==> src/tmc_pkg.sv <==
// Summary of operation
// - PC/PFC PWM modes, action 00 disconnects output; pin keeps port function.
// - PC family, action 10 clears on up-count match, sets on down-count.
// - PC family, action 11 sets on up-count match, clears on down-count.
// - PC family, action 01 toggles channel A only in modes 8-11.
// - Waveform mode is control B bits 4:3 above control A bits 1:0.
// - Mode 0 normal count to 0xFFFF, immediate update, overflow at MAX.
// - Modes 1-3 phase correct, TOP 0xFF/0x1FF/0x3FF, update TOP, overflow BOTTOM.
// - Modes 5-7, 14, 15 fast PWM; update at TOP, overflow at TOP.
// - Modes 4, 12 clear-on-match; mode 4 TOP is compare A; immediate update.
// - Modes 8, 9 PFC PWM, TOP capture/compare A, update and overflow BOTTOM.
// - Modes 10, 11 phase correct, TOP capture/compare A, update TOP.
// - Filter enabled changes level only after four equal samples.
// - Edge select zero captures falling edge, one captures rising edge.
// - Selected capture edge copies counter value and raises capture event.
// - While capture register is TOP, capture input is ignored.
// - Clock select 0 stops; 1-5 divide I/O clock by 1/8/64/256/1024.
// - Clock select 6 and 7 count external falling or rising edges.
// - External edges count even when that pin is driven as an output.
// - Force strobe acts as a match with present action, non-PWM modes only.
// - Forced match sets no flag and does not clear the counter.
// - Force bits are write strobes and always read zero.
package tmc_pkg;
  localparam logic [7:0] ADDR_CTRL_A = 8'h00;
  localparam logic [7:0] ADDR_CTRL_B = 8'h04;
  localparam logic [7:0] ADDR_FORCE  = 8'h08;
  localparam logic [7:0] ADDR_STATUS = 8'h0c;
  localparam logic [7:0] CTRL_RESET  = 8'h00;
  localparam logic [7:0] CTRLB_WMASK = 8'hdf;
  localparam int CTRLB_FILT   = 7;
  localparam int CTRLB_EDGE   = 6;
  localparam int CTRLB_WGM_LO = 3;
  localparam int CTRLB_CS_LO  = 0;
  localparam int CTRLA_WGM_LO = 0;
  localparam int CTRLA_COM_A  = 6;
  localparam int FORCE_A      = 7;
  localparam logic [15:0] TOP_MAX  = 16'hffff;
  localparam logic [15:0] TOP_8BIT = 16'h00ff;
  localparam logic [15:0] TOP_9BIT = 16'h01ff;
  localparam logic [15:0] TOP_10BIT = 16'h03ff;
  localparam logic [9:0] DIV8_MASK    = 10'h007;
  localparam logic [9:0] DIV64_MASK   = 10'h03f;
  localparam logic [9:0] DIV256_MASK  = 10'h0ff;
  localparam logic [9:0] DIV1024_MASK = 10'h3ff;
  localparam logic [2:0] CS_STOP     = 3'h0;
  localparam logic [2:0] CS_DIV1     = 3'h1;
  localparam logic [2:0] CS_DIV8     = 3'h2;
  localparam logic [2:0] CS_DIV64    = 3'h3;
  localparam logic [2:0] CS_DIV256   = 3'h4;
  localparam logic [2:0] CS_DIV1024  = 3'h5;
  localparam logic [2:0] CS_EXT_FALL = 3'h6;
  localparam logic [2:0] CS_EXT_RISE = 3'h7;
  localparam logic [1:0] ACT_OFF    = 2'h0;
  localparam logic [1:0] ACT_TOGGLE = 2'h1;
  localparam logic [1:0] ACT_CLEAR  = 2'h2;
  localparam logic [1:0] ACT_SET    = 2'h3;
  localparam int FILTER_LEN = 4;
  typedef enum {KIND_NORMAL, KIND_CTC, KIND_FAST, KIND_PC, KIND_PFC}
    tmc_kind_t;
  typedef enum logic [1:0] {EV_IMMEDIATE, EV_MAX, EV_TOP, EV_BOTTOM}
    tmc_event_t;
endpackage

==> src/tmc_capture_filter.sv <==
`timescale 1ns/1ps
`default_nettype none
module tmc_capture_filter (
  input  wire logic core_clk,
  input  wire logic rst,
  input  wire logic filterEn,
  input  wire logic levelIn,
  output var  logic levelOut
);
  logic [tmc_pkg::FILTER_LEN-1:0] hist_reg;

  always_ff @(posedge core_clk) begin
    if (rst) begin
      hist_reg <= '0;
    end else begin
      hist_reg <= {hist_reg[tmc_pkg::FILTER_LEN-2:0], levelIn};
    end
  end

  always_ff @(posedge core_clk) begin
    if (rst) begin
      levelOut <= 1'b0;
    end else if (!filterEn) begin
      levelOut <= levelIn;
    end else if (&hist_reg || ~|hist_reg) begin
      levelOut <= hist_reg[0];
    end
  end
endmodule // tmc_capture_filter
`default_nettype wire

==> src/tmc_mode_ctrl.sv <==
`timescale 1ns/1ps
`default_nettype none
module tmc_mode_ctrl (
  input  wire logic               core_clk,
  input  wire logic               rst,
  input  wire logic               psel,
  input  wire logic               penable,
  input  wire logic               pwrite,
  input  wire logic [7:0]         paddr,
  input  wire logic [31:0]        pwdata,
  output var  logic [31:0]        prdata,
  output var  logic               pready,
  output var  logic               pslverr,
  input  wire logic               extCountPin,
  input  wire logic               capturePin,
  input  wire logic [15:0]        counterValue,
  input  wire logic [15:0]        compareValueA,
  input  wire logic [15:0]        captureValue,
  input  wire logic [2:0]         matchIn,
  input  wire logic               atTop,
  input  wire logic               countingDown,
  output var  logic [3:0]         waveformMode,
  output var  tmc_pkg::tmc_kind_t modeKind,
  output var  logic [15:0]        topValue,
  output var  tmc_pkg::tmc_event_t updateEvent,
  output var  tmc_pkg::tmc_event_t overflowEvent,
  output var  logic               clearOnTop,
  output var  logic               countTick,
  output var  logic               captureLoad,
  output var  logic [15:0]        captureSnapshot,
  output var  logic [2:0]         compareOut,
  output var  logic [2:0]         compareOutEn
);
  logic [7:0]  ctrlA_reg;
  logic [7:0]  ctrlB_reg;
  logic [2:0]  forcePulse_reg;
  logic [9:0]  prescale_reg;
  logic [1:0]  extSync_reg;
  logic        extPrev_reg;
  logic [1:0]  capSync_reg;
  logic        capFilt;
  logic        capPrev_reg;
  logic        accessDone;
  logic        wrStrobe;
  logic [3:0]  modeNext;
  logic [2:0]  clkSel;
  logic        nonPwm;
  logic        pcFamily;
  logic        topIsCapture;
  logic        toggleAOk;
  logic        prescaleHit;
  logic        extRise;
  logic        extFall;
  logic        capEdge;
  tmc_pkg::tmc_kind_t  kindNext;
  tmc_pkg::tmc_event_t updNext;
  tmc_pkg::tmc_event_t ovfNext;
  logic [15:0] topNext;

  assign accessDone = psel && penable && pready;
  assign wrStrobe   = accessDone && pwrite;
  assign clkSel     = ctrlB_reg[tmc_pkg::CTRLB_CS_LO +: 3];
  assign modeNext   = {ctrlB_reg[tmc_pkg::CTRLB_WGM_LO +: 2],
                       ctrlA_reg[tmc_pkg::CTRLA_WGM_LO +: 2]};

  // Mode table: sequence kind, TOP, compare update and overflow point
  always_comb begin
    kindNext     = tmc_pkg::KIND_NORMAL;
    topNext      = tmc_pkg::TOP_MAX;
    updNext      = tmc_pkg::EV_IMMEDIATE;
    ovfNext      = tmc_pkg::EV_MAX;
    topIsCapture = 1'b0;
    case (modeNext)
      4'h0: begin
        kindNext = tmc_pkg::KIND_NORMAL;
      end
      4'h1, 4'h2, 4'h3: begin
        kindNext = tmc_pkg::KIND_PC;
        updNext  = tmc_pkg::EV_TOP;
        ovfNext  = tmc_pkg::EV_BOTTOM;
      end
      4'h4: begin
        kindNext = tmc_pkg::KIND_CTC;
        topNext  = compareValueA;
      end
      4'h5, 4'h6, 4'h7, 4'he, 4'hf: begin
        kindNext = tmc_pkg::KIND_FAST;
        updNext  = tmc_pkg::EV_TOP;
        ovfNext  = tmc_pkg::EV_TOP;
      end
      4'h8, 4'h9: begin
        kindNext = tmc_pkg::KIND_PFC;
        updNext  = tmc_pkg::EV_BOTTOM;
        ovfNext  = tmc_pkg::EV_BOTTOM;
      end
      4'ha, 4'hb: begin
        kindNext = tmc_pkg::KIND_PC;
        updNext  = tmc_pkg::EV_TOP;
        ovfNext  = tmc_pkg::EV_BOTTOM;
      end
      4'hc: begin
        kindNext     = tmc_pkg::KIND_CTC;
        topNext      = captureValue;
        topIsCapture = 1'b1;
      end
      default: begin
        kindNext = tmc_pkg::KIND_NORMAL;
      end
    endcase
    case (modeNext)
      4'h1, 4'h5: topNext = tmc_pkg::TOP_8BIT;
      4'h2, 4'h6: topNext = tmc_pkg::TOP_9BIT;
      4'h3, 4'h7: topNext = tmc_pkg::TOP_10BIT;
      4'h8, 4'ha, 4'he: begin
        topNext      = captureValue;
        topIsCapture = 1'b1;
      end
      4'h9, 4'hb, 4'hf: topNext = compareValueA;
      default: ;
    endcase
  end

  assign nonPwm   = (kindNext == tmc_pkg::KIND_NORMAL) ||
                    (kindNext == tmc_pkg::KIND_CTC);
  assign pcFamily = (kindNext == tmc_pkg::KIND_PC) ||
                    (kindNext == tmc_pkg::KIND_PFC);
  assign toggleAOk = nonPwm ||
                     (modeNext >= 4'h8 && modeNext <= 4'hb) ||
                     (modeNext == 4'he) || (modeNext == 4'hf);

  always_ff @(posedge core_clk) begin
    if (rst) begin
      waveformMode  <= 4'h0;
      modeKind      <= tmc_pkg::KIND_NORMAL;
      topValue      <= tmc_pkg::TOP_MAX;
      updateEvent   <= tmc_pkg::EV_IMMEDIATE;
      overflowEvent <= tmc_pkg::EV_MAX;
      clearOnTop    <= 1'b0;
    end else begin
      waveformMode  <= modeNext;
      modeKind      <= kindNext;
      topValue      <= topNext;
      updateEvent   <= updNext;
      overflowEvent <= ovfNext;
      clearOnTop    <= (kindNext == tmc_pkg::KIND_CTC);
    end
  end

  // APB slave: access phase answered on its second cycle
  always_ff @(posedge core_clk) begin
    if (rst) begin
      pready  <= 1'b0;
      pslverr <= 1'b0;
      prdata  <= 32'h0000_0000;
    end else begin
      pready  <= psel && penable && !pready;
      pslverr <= 1'b0;
      prdata  <= 32'h0000_0000;
      if (psel && penable && !pready) begin
        case (paddr)
          tmc_pkg::ADDR_CTRL_A: prdata <= {24'h000000, ctrlA_reg};
          tmc_pkg::ADDR_CTRL_B: prdata <= {24'h000000, ctrlB_reg};
          tmc_pkg::ADDR_FORCE:  prdata <= 32'h0000_0000;
          tmc_pkg::ADDR_STATUS:
            prdata <= {21'h000000, capFilt, compareOutEn,
                       compareOut, waveformMode};
          default: pslverr <= 1'b1;
        endcase
      end
    end
  end

  always_ff @(posedge core_clk) begin
    if (rst) begin
      ctrlA_reg <= tmc_pkg::CTRL_RESET;
      ctrlB_reg <= tmc_pkg::CTRL_RESET;
    end else if (wrStrobe) begin
      if (paddr == tmc_pkg::ADDR_CTRL_A) begin
        ctrlA_reg <= pwdata[7:0];
      end
      if (paddr == tmc_pkg::ADDR_CTRL_B) begin
        ctrlB_reg <= pwdata[7:0] & tmc_pkg::CTRLB_WMASK;
      end
    end
  end

  // Force bits are strobes only, dropped in PWM modes
  always_ff @(posedge core_clk) begin
    if (rst) begin
      forcePulse_reg <= 3'h0;
    end else if (wrStrobe && paddr == tmc_pkg::ADDR_FORCE && nonPwm) begin
      forcePulse_reg <= {pwdata[tmc_pkg::FORCE_A-2],
                         pwdata[tmc_pkg::FORCE_A-1],
                         pwdata[tmc_pkg::FORCE_A]};
    end else begin
      forcePulse_reg <= 3'h0;
    end
  end

  // Count clock: prescaler or synchronised external pin
  always_ff @(posedge core_clk) begin
    if (rst) begin
      prescale_reg <= 10'h000;
      extSync_reg  <= 2'b00;
      extPrev_reg  <= 1'b0;
    end else begin
      prescale_reg <= prescale_reg + 10'h001;
      extSync_reg  <= {extSync_reg[0], extCountPin};
      extPrev_reg  <= extSync_reg[1];
    end
  end

  assign extRise = extSync_reg[1] && !extPrev_reg;
  assign extFall = !extSync_reg[1] && extPrev_reg;

  always_comb begin
    case (clkSel)
      tmc_pkg::CS_DIV8:
        prescaleHit = (prescale_reg & tmc_pkg::DIV8_MASK) ==
                      tmc_pkg::DIV8_MASK;
      tmc_pkg::CS_DIV64:
        prescaleHit = (prescale_reg & tmc_pkg::DIV64_MASK) ==
                      tmc_pkg::DIV64_MASK;
      tmc_pkg::CS_DIV256:
        prescaleHit = (prescale_reg & tmc_pkg::DIV256_MASK) ==
                      tmc_pkg::DIV256_MASK;
      tmc_pkg::CS_DIV1024:
        prescaleHit = prescale_reg == tmc_pkg::DIV1024_MASK;
      default: prescaleHit = 1'b0;
    endcase
  end

  always_ff @(posedge core_clk) begin
    if (rst) begin
      countTick <= 1'b0;
    end else begin
      case (clkSel)
        tmc_pkg::CS_STOP:     countTick <= 1'b0;
        tmc_pkg::CS_DIV1:     countTick <= 1'b1;
        tmc_pkg::CS_EXT_FALL: countTick <= extFall;
        tmc_pkg::CS_EXT_RISE: countTick <= extRise;
        default:              countTick <= prescaleHit;
      endcase
    end
  end

  // Input capture path
  always_ff @(posedge core_clk) begin
    if (rst) begin
      capSync_reg <= 2'b00;
      capPrev_reg <= 1'b0;
    end else begin
      capSync_reg <= {capSync_reg[0], capturePin};
      capPrev_reg <= capFilt;
    end
  end

  tmc_capture_filter u_filter (
    .core_clk (core_clk),
    .rst      (rst),
    .filterEn (ctrlB_reg[tmc_pkg::CTRLB_FILT]),
    .levelIn  (capSync_reg[1]),
    .levelOut (capFilt)
  );

  assign capEdge = ctrlB_reg[tmc_pkg::CTRLB_EDGE] ?
                   (capFilt && !capPrev_reg) :
                   (!capFilt && capPrev_reg);

  always_ff @(posedge core_clk) begin
    if (rst) begin
      captureLoad     <= 1'b0;
      captureSnapshot <= 16'h0000;
    end else begin
      captureLoad <= capEdge && !topIsCapture;
      if (capEdge && !topIsCapture) begin
        captureSnapshot <= counterValue;
      end
    end
  end

  // Compare output units, one per channel
  genvar ch;
  generate
    for (ch = 0; ch < 3; ch++) begin : g_out
      logic [1:0] act;
      logic       hit;
      logic       outNext;
      logic       enNext;
      assign act = ctrlA_reg[tmc_pkg::CTRLA_COM_A - 2*ch +: 2];
      // A forced match only moves the pin: no flag, no counter clear
      assign hit = matchIn[ch] || forcePulse_reg[ch];

      always_comb begin
        outNext = compareOut[ch];
        enNext  = act != tmc_pkg::ACT_OFF;
        if (act == tmc_pkg::ACT_TOGGLE &&
            !(nonPwm || (ch == 0 && toggleAOk))) begin
          enNext = 1'b0;
        end
        if (act == tmc_pkg::ACT_OFF) begin
          enNext = 1'b0;
        end else if (pcFamily) begin
          if (matchIn[ch]) begin
            case (act)
              tmc_pkg::ACT_CLEAR: outNext = countingDown;
              tmc_pkg::ACT_SET:   outNext = !countingDown;
              default:            outNext = enNext ? !compareOut[ch]
                                                   : compareOut[ch];
            endcase
          end
        end else if (kindNext == tmc_pkg::KIND_FAST) begin
          if (matchIn[ch]) begin
            case (act)
              tmc_pkg::ACT_CLEAR: outNext = 1'b0;
              tmc_pkg::ACT_SET:   outNext = 1'b1;
              default:            outNext = enNext ? !compareOut[ch]
                                                   : compareOut[ch];
            endcase
          end
          if (atTop && act == tmc_pkg::ACT_CLEAR) begin
            outNext = 1'b1;
          end
          if (atTop && act == tmc_pkg::ACT_SET) begin
            outNext = 1'b0;
          end
        end else if (hit) begin
          case (act)
            tmc_pkg::ACT_CLEAR: outNext = 1'b0;
            tmc_pkg::ACT_SET:   outNext = 1'b1;
            default:            outNext = !compareOut[ch];
          endcase
        end
      end

      always_ff @(posedge core_clk) begin
        if (rst) begin
          compareOut[ch]   <= 1'b0;
          compareOutEn[ch] <= 1'b0;
        end else begin
          compareOut[ch]   <= outNext;
          compareOutEn[ch] <= enNext;
        end
      end
    end
  endgenerate
endmodule // tmc_mode_ctrl
`default_nettype wire

==> config.mk <==
export PLATFORM = sky130hd
export DESIGN_NAME = tmc_mode_ctrl
export DESIGN_NICKNAME = d
export VERILOG_FILES = /design/src/tmc_pkg.sv /design/src/tmc_capture_filter.sv /design/src/tmc_mode_ctrl.sv
export SDC_FILE = /design/constraint.sdc
export NUM_CORES = 1
export LEC_CHECK = 0
export ABC_AREA = 1
export BUFFER_PORTS_ARGS = -buffer_cell sky130_fd_sc_hd__buf_4
export CAP_MARGIN = 15
export CORE_AREA = 4 4 111 113
export CTS_CLUSTER_SIZE = 30
export DETAILED_ROUTE_END_ITERATION = 7
export DIE_AREA = 0 0 115 117
export GPL_TIMING_DRIVEN = 0
export PLACE_DENSITY = 0.74
export SLEW_MARGIN = 20
export SYNTH_ARGS = -nofsm -noshare
export SYNTH_HDL_FRONTEND = slang
export SYNTH_SLANG_ARGS = --single-unit
==> constraint.sdc <==
create_clock -name core_clk -period 1.7 [get_ports core_clk]
set_clock_uncertainty 0.2 [all_clocks]
set_input_delay 0.255 -clock core_clk [delete_from_list [all_inputs] [get_ports core_clk]]
set_output_delay 0.255 -clock core_clk [all_outputs]
set_load 0.01 [all_outputs]
# Word level (Yosys, flattened, before mapping)
# Cells that the tools add are included.
# word_totals
register_bits,154
in_bits,100
out_inout_bits,115
# op_classes
addsub,1
magnitude_cmp,2
eq_ne,48
n_mux,50
n_bitwise,5
n_reduce_logical,80
# op_table
operator,count
case mux 16 bit (5 select lines),1
"== test 32 x 3 -> 1 bit, second input constant",2
2-to-1 mux 1 bit,33
case mux 11 bit (3 select lines),1
"== test 32 x 2 -> 1 bit, second input constant",1
"== test 32 x 4 -> 1 bit, second input constant",1
logical NOT 32 bit,1
case mux 16 bit (2 select lines),1
"== test 4 bit, second input constant",7
logical AND 1 bit,21
OR reduction 2 bit,10
case mux 1 bit (2 select lines),9
"== test 4 x 3 -> 1 bit, second input constant",4
"== test 8 x 4 -> 1 bit, second input constant",2
AND reduction 4 bit,4
"== test 3 bit, second input constant",5
logical NOT 1 bit,13
"== test 2 bit, second input constant",6
"inequality test 4 x 2 -> 1 bit, second input constant",3
case mux 3 bit (4 select lines),1
"adder 10 x 1 -> 10 bit, second input constant",1
"== test 10 bit, second input constant",1
logical OR 1 bit,10
OR reduction 10 bit,1
other kinds (25),47

# Depth between registers and ports, before layout
# Gate-level depths: netlist of the first run.
# depth
word_depth,19
mapped_depth,11
mapped_depth_nobuf,11

# By module
# From an unflattened synthesis of the first run, not the netlist that was laid out.
# unflattened
hier_cells,618
hier_area_um2,4635.7
# by_module_without_submodules
mod,n_inst,cells_per_inst,area_each_um2
tmc_mode_ctrl,1,595,4461.8
tmc_capture_filter,1,23,173.9

# Least setup slack after synthesis of the first run
# OpenSTA, ideal clock, no wires.
# synth_path
path_type,register -> register
from,register prescale_reg[0]
to,register countTick
setup_ns,0.057
arrival_time_ns,1.389
setup_slack_ns,0.054
stages_incl_launch_ff,12
path_buffers,0
synth_period_minus_slack_ns,1.646
cell_sequence,dfxtp_1 -> ha_1 -> nand2_1 -> nor2_1 -> nand2_1 -> nor2_1 -> nand2_1 -> nor2_1 -> nor2_1 -> o21ai_0 -> nand3_1 -> inv_1
# synth_between
elab_chain_cells,3
elab_cells_between_ends,6
# synth_rtl
item,line_no,source
from (decl),tmc_mode_ctrl.sv:37,logic [9:0] prescale_reg;
from (signal assigned),tmc_mode_ctrl.sv:207,prescale_reg <= prescale_reg + 10'h001;
== test 10 bit (tied with other cells),tmc_mode_ctrl.sv:228,prescaleHit = prescale_reg == tmc_pkg::DIV1024_MASK;
case mux 1 bit (4 select lines) (*),tmc_mode_ctrl.sv:217,case (clkSel)
case mux 1 bit (4 select lines) (*),tmc_mode_ctrl.sv:237,case (clkSel)
to (signal assigned),tmc_mode_ctrl.sv:240,tmc_pkg::CS_EXT_FALL: countTick <= extFall;
to (signal assigned),tmc_mode_ctrl.sv:241,tmc_pkg::CS_EXT_RISE: countTick <= extRise;
to (signal assigned),tmc_mode_ctrl.sv:242,default: countTick <= prescaleHit;
to (decl),tmc_mode_ctrl.sv:28,"output var logic countTick,"
# Mark *: on every way between the ends. The rest lies on a longest branch, timed or not.
# A chain may end at the register's enable or synchronous reset.

# Worst setup path in the final report of the first run
# layout_path
from,register ctrlB_reg[4]
to,register compareOut[1]
# layout_between
elab_chain_cells,15
elab_cells_between_ends,42
# layout_rtl
item,line_no,source
from (decl),tmc_mode_ctrl.sv:35,logic [7:0] ctrlB_reg;
from (signal assigned),tmc_mode_ctrl.sv:176,ctrlB_reg <= tmc_pkg::CTRL_RESET;
from (signal assigned),tmc_mode_ctrl.sv:182,ctrlB_reg <= pwdata[7:0] & tmc_pkg::CTRLB_WMASK;
== test 4 bit (tied with other cells),tmc_mode_ctrl.sv:73,case (modeNext)
OR reduction 5 bit (no source line) (tied with other cells),n/a,
case mux 3 bit (4 select lines) (*),tmc_mode_ctrl.sv:73,
== test 32 x 2 -> 1 bit / logical NOT 32 bit (equally long branches),"tmc_mode_ctrl.sv:124, tmc_mode_ctrl.sv:123",
logical OR 1 bit,tmc_mode_ctrl.sv:123,assign nonPwm = (kindNext == tmc_pkg::KIND_NORMAL) ||
logical NOT 1 bit,tmc_mode_ctrl.sv:298,!(nonPwm || (ch == 0 && toggleAOk))) begin
logical AND 1 bit,tmc_mode_ctrl.sv:297,if (act == tmc_pkg::ACT_TOGGLE &&
2-to-1 mux 1 bit,tmc_mode_ctrl.sv:297,
2-to-1 mux 1 bit,n/a,
case mux 1 bit (2 select lines),n/a,
2-to-1 mux 1 bit (3 in a row),n/a,
2-to-1 mux 1 bit,tmc_mode_ctrl.sv:312,end else if (kindNext == tmc_pkg::KIND_FAST) begin
2-to-1 mux 1 bit,tmc_mode_ctrl.sv:303,end else if (pcFamily) begin
"to (signal, indexed assignment)",tmc_mode_ctrl.sv:341,compareOut[ch] <= outNext;
to (decl),tmc_mode_ctrl.sv:31,"output var logic [2:0] compareOut,"
# Mark *: on every way between the ends. The rest lies on a longest branch, timed or not. The select of a mux whose other input is x is not followed.

==> reports/qor.csv, run 1 <==
metric,value,unit
Core Area,0.0113,mm²
root buf cell,clkbuf_16,
DRT iter0 DRCs,406,
first-pass GRT wire length,21.4,mm
final setup fails,1,
pre-CTS setup slack,-0.308,ns
Max stage delay on crit path,0.42,ns
status,"complete, but fails checks",
Power per Cell Area,697,mW/mm²
Synth Warn #,0,
ant diodes,0,
Regs by FF count,"captureSnapshot (16), topValue (16), prdata (11)",
FILL cells,993,
met3 usage,0.0452,
period utilisation layout,1.01,
Overall Power,0.00498,W
drt total wl,14.2,mm
crit end category,register,
Ports,215,
Worst-Margin Slew,0.663,ns
RSZ-0062 raised after global routing,true,
Num CTS Buffers,9,
"Clk Latency, worst-skew pair",0.34,ns
Critical Path AT,1.79,ns
Die Span X,115,µm
"Avg Cell Area, Syn",7.51,µm²
Reg-to-Reg Start,ctrlB_reg[4],
Die Y,117,µm
most frequent cells in the layout,"buf_4 (214), dfxtp_1 (98), nor2_1 (94), nand2_1 (91), inv_1 (58)",
cells along the critical path,"inv_8, nand2_8, nand2_8, a21oi_4, inv_2, nand2_2, a21oi_1, nor2_1, nand2_1, a21oi_1",
Final ANT Viol Nets,0,
Worst setup SP type,register,
#FFs+latches synth,103,
Initial Util,0.410,
f_max,584,MHz
Area Overhead vs Synth,53.9,%
Setup crit start,ctrlB_reg[4],
asr flop ratio synth,0,
Synth Area in XOR/XNOR,0.00377,
CP max stage cell,dfxtp_4,
critical path type,reg2reg,
initial antenna violation count,0,
gr ovfl total,0,
largest family of logic cells by synthesized area,simple AND/OR/NAND/NOR gates,
Max Transition Viols Final,0,
"EDFF count, synth",0,
global-route usage over all layers,0.198,
TritonCTS clock tree,yes,
Mapped Cells,619,
drt wl/cell,13.8,µm
GR Util met1,0.244,
routability congestion estimate from global placement,0.919,
largest net degree at the start of global routing,20,
Final Hold Vio Count,0,
Final Util,0.632,
design area,0.00715,mm²
Setup WS post-layout,-0.0109,ns
vias per inst,4.77,
layout cell share with drive strength beyond 1,0.321,
failing checks,setup timing,
std cell rows,39,
"commonest non-fill, non-tap cell in the layout",buf_4,
cell area after placement,0.00605,mm²
Peak VDD IR,0.552,mV
P_leak,3.31,nW
max_cap viols,0,
vias in the first global route,4529,
Crit path required time,1.78,ns
Slew headroom,0.558,
Hold Crit Start,compareValueA[0],
Min-Delay Path Class,in2reg,
CTS Sinks,103,
adder and majority gate portion of the synthesized area,0.00539,
clock transition at the registers of the reported paths,0.07,ns
H-tree levels,3,
simple logic cell fraction of the synthesized area,0.234,
Detailed Place HPWL,10.1,mm
critical path peak fanout,6,
"Top FF cell, synth",dfxtp_1,
I/O Buffers,139,
sequential-to-total area share from yosys stat,0.444,
Register Area,0.00208,mm²
"Min Clock Period, post-route",1.71,ns
Synth Area in Compound Gates,0.160,
GRT met2 Usage,0.353,
DRC viols,0,
Mapped Area,0.00465,mm²
mux contribution to synthesized area,0,
library cells used by synthesis,33,
Hold WS,0.00288,ns
GRT Max-Usage Layer,met2,
DR pass1 iterations,5,
Nets,985,
Die ar.,0.0135,mm²
multi-input logic area,0.00218,mm²
Max Root-Sink Buffers,2,
Vias,4913,
## where the power goes
group | total (W) | internal, W | switching (W)
registers | 0.00244 | 0.00243 | 0.0000116
clock network | 0.00202 | 0.00103 | 0.000986
logic | 0.000526 | 0.000299 | 0.000227
total | 0.00498 | 0.00376 | 0.00122
## kinds of logic (layout without fill, tap and decap cells)
kind of cell,count (synthesis),in the layout
adders and majority gates,2,2
DFF,103,103
and+or+nand+nor,255,255
xor gates and xnor gates,2,2
buffers and inverters,134,354
AOI/OAI and AO/OA,122,122
other,1,50
## what timing repair did
item,in CTS,in global routing
buffers inserted,5,16
hold buffers,44,0
pin swaps,3,12
gates cloned,0,0
endpoints found under the hold margin,38,0
endpoints found under the setup margin,43,36
resized for setup,23,34
## per-layer routing
layer,vias to the layer above,wire (µm)
met1,2202,5840
met5,-,0
met3,24,1120
met2,220,6990
li1,2467,-
met4,0,226
## per-stage QoR
| step | std cells | TNS [ns] |
|---|---|---|
| 2_1_floorplan | 668 | 0 |
| 3_3_place_gp | 950 | -9.39 |
| 3_5_place_dp | 950 | -9.77 |
| 4_1_cts | 1015 | -0.0369 |
| 5_1_grt | 1031 | -0.358 |
| 6_report | 1031 | -0.0109 |
## worst paths after layout
check                         to  slack, ns  cells past startpoint
hold / removal       topValue[0]      0.003                      3
hold reg to reg   extSync_reg[1]       0.20                      2
setup / recovery   compareOut[1]      -0.01                     10
setup reg to reg   compareOut[1]      -0.01                     10
## critical path: cells and delay by family, from the launching register on
kind | cells | cell delay (ns)
AOI/OAI and AO/OA | 3 | 0.43
buffers and inverters | 2 | 0.17
DFF | 1 | 0.42
and+or+nand+nor | 5 | 0.42
## final cells by class
cell class | instances | share of cell area
buffer | 70 | 0.0688
clock buffer | 9 | 0.0315
clock inverter | 7 | 0.00892
inverter | 64 | 0.0357
multi-input combinational | 431 | 0.305
sequential | 103 | 0.290
tap | 143 | 0.0250
timing repair buffer | 204 | 0.235
## cell usage after synthesis, drive strengths merged, types with 2 or more instances
cell	count	area share
inv	63	0.051
o21ai	42	0.046
dfxtp	103	0.44
nand4	11	0.015
nand2	101	0.086
nor3	8	0.0086
ha	2	0.0054
xnor2	2	0.0038
nand3	25	0.028
or2	3	0.0040
nor2	107	0.093
clkbuf	5	0.0040
o22ai	13	0.018
a211oi	8	0.013
a221oi	4	0.0075
a32oi	8	0.015
a21oi	37	0.042
o221ai	8	0.015
buf	65	0.097
Note: power is estimated with default switching activity, not from simulation.
==> run 2, diff against run 1 <==
Settings changed: CORE_AREA 4 4 111 113 to 4 4 105 107, DIE_AREA 0 0 115 117 to 0 0 109 111, PLACE_DENSITY 0.74 to 0.79.
Clock period 1.7 ns to 1.6 ns, I/O delays scaled along.
==> reports/qor.csv, run 2 (synthesized netlist as in run 1, its figures left out) <==
metric,value,unit
hold depth,4,
P_leak,3.52,nW
layout cell share with drive strength beyond 1,0.358,
Slew headroom,0.560,
"commonest non-fill, non-tap cell in the layout",buf_4,
Reg2Reg Depth,8,
DR pass1 iterations,7,
most frequent cells in the layout,"buf_4 (223), dfxtp_1 (95), nor2_1 (92), nand2_1 (87), dlygate4sd3_1 (59)",
I/O Buffers,139,
Ports,215,
Crit path required time,1.63,ns
crit end category,register,
ant diodes,0,
H-tree levels,3,
critical path type,reg2reg,
Vias,5509,
vias per inst,5.20,
Final Hold Vio Count,0,
Critical Path AT,2.08,ns
Regs by FF count,"captureSnapshot (16), topValue (16), prdata (11)",
largest net degree at the start of global routing,19,
Detailed Place HPWL,10.5,mm
routability congestion estimate from global placement,0.926,
Final Util,0.750,
DRC viols,0,
Area Overhead vs Synth,63.5,%
Worst-Margin Slew,0.660,ns
Die Y,111,µm
Layout Cells excl Fill,1059,
std cell rows,37,
critical path peak fanout,7,
max_cap viols,0,
root buf cell,clkbuf_8,
clock transition at the registers of the reported paths,0.12,ns
Num CTS Buffers,9,
Peak VDD IR,0.590,mV
CTS Sinks,103,
Nets,1020,
drt wl/cell,16.8,µm
Final ANT Viol Nets,0,
initial antenna violation count,2,
Setup WS post-layout,-0.452,ns
Max Root-Sink Buffers,2,
"Min Clock Period, post-route",2.05,ns
DRT iter0 DRCs,490,
period utilisation layout,1.28,
Core Area,0.0101,mm²
failing checks,setup timing,
Initial Util,0.458,
Die Span X,109,µm
Die ar.,0.0121,mm²
"Clk Latency, worst-skew pair",0.37,ns
Placed Cells,943,
Worst setup SP type,register,
vias in the first global route,5111,
global-route usage over all layers,0.245,
status,"complete, but fails checks",
pre-CTS setup slack,-0.583,ns
RSZ-0062 raised after global routing,true,
first-pass GRT wire length,23.9,mm
Min-Delay Path Class,in2reg,
f_max,487,MHz
gr ovfl total,0,
final setup fails,23,
Max Transition Viols Final,0,
TritonCTS clock tree,yes,
Power per Cell Area,657,mW/mm²
drt total wl,17.8,mm
==> run 2: path summary, 6_finish.rpt <==
path,startpoint,end,slack [ns]
hold / removal,paddr[0],prdata[9],0.04
setup / recovery,ctrlA_reg[1],topValue[7],-0.45
hold reg to reg,extSync_reg[0],extSync_reg[1],0.22
setup reg to reg,ctrlA_reg[1],topValue[7],-0.45
==> run 2: worst max-delay path, stage by stage, from the launching register on <==
cell and delay [ns]:
dfxtp_4 0.43, clkinv_8 0.10, buf_12 0.14, nand3_4 0.12, buf_6 0.12, nor2_4 0.04
buf_6 0.13, buf_6 0.12, a32oi_1 0.51
==> run 2: cell type report <==
type | instances | area, µm²
well taps | 136 | 170
multi-input cells | 431 | 2350
plain buffers | 68 | 490
fillers | 665 | 2540
flip-flops and latches | 103 | 2080
inverters | 64 | 272
repair buffers | 241 | 2020
clock inverters | 6 | 75.1
clock buffers | 10 | 138
==> run 2: layer usage <==
layer	routed length (µm)	vias up	track usage
li1	-	2546	-
met1	6150	2474	0.275
met2	8740	380	0.439
met3	1810	107	0.0437
met4	1100	2	0.114
met5	13	-	0
==> run 2: power by group <==
part / switching, W / internal [W] / total, W
sequential: 0.0000166 / 0.00258 / 0.00260
combinational: 0.000283 / 0.000350 / 0.000632
clock: 0.000971 / 0.000792 / 0.00176
total: 0.00127 / 0.00372 / 0.00499
==> run 2: repair_timing <==
item                                    CTS  global route
endpoints found under the setup margin   57            46
resized for setup                        62            51
buffers inserted                         21            20
pin swaps                                15            23
endpoints found under the hold margin    51             0
hold buffers                             59             0
gates cloned                              0             2
==> run 2: stage by stage <==
stage	setup TNS, ns	total power, W	hold WS, ns	instance area [µm²]
after floorplan	-0.0140	0.00290	0.147	4840
after global placement	-14.41	0.00310	0.189	6050
after detailed placement	-17.60	0.00311	0.195	6050
after CTS	-0.208	0.00491	0.0340	7250
after global routing	-3.78	0.00517	0.0411	7600
final	-1.98	0.00499	0.0405	7600
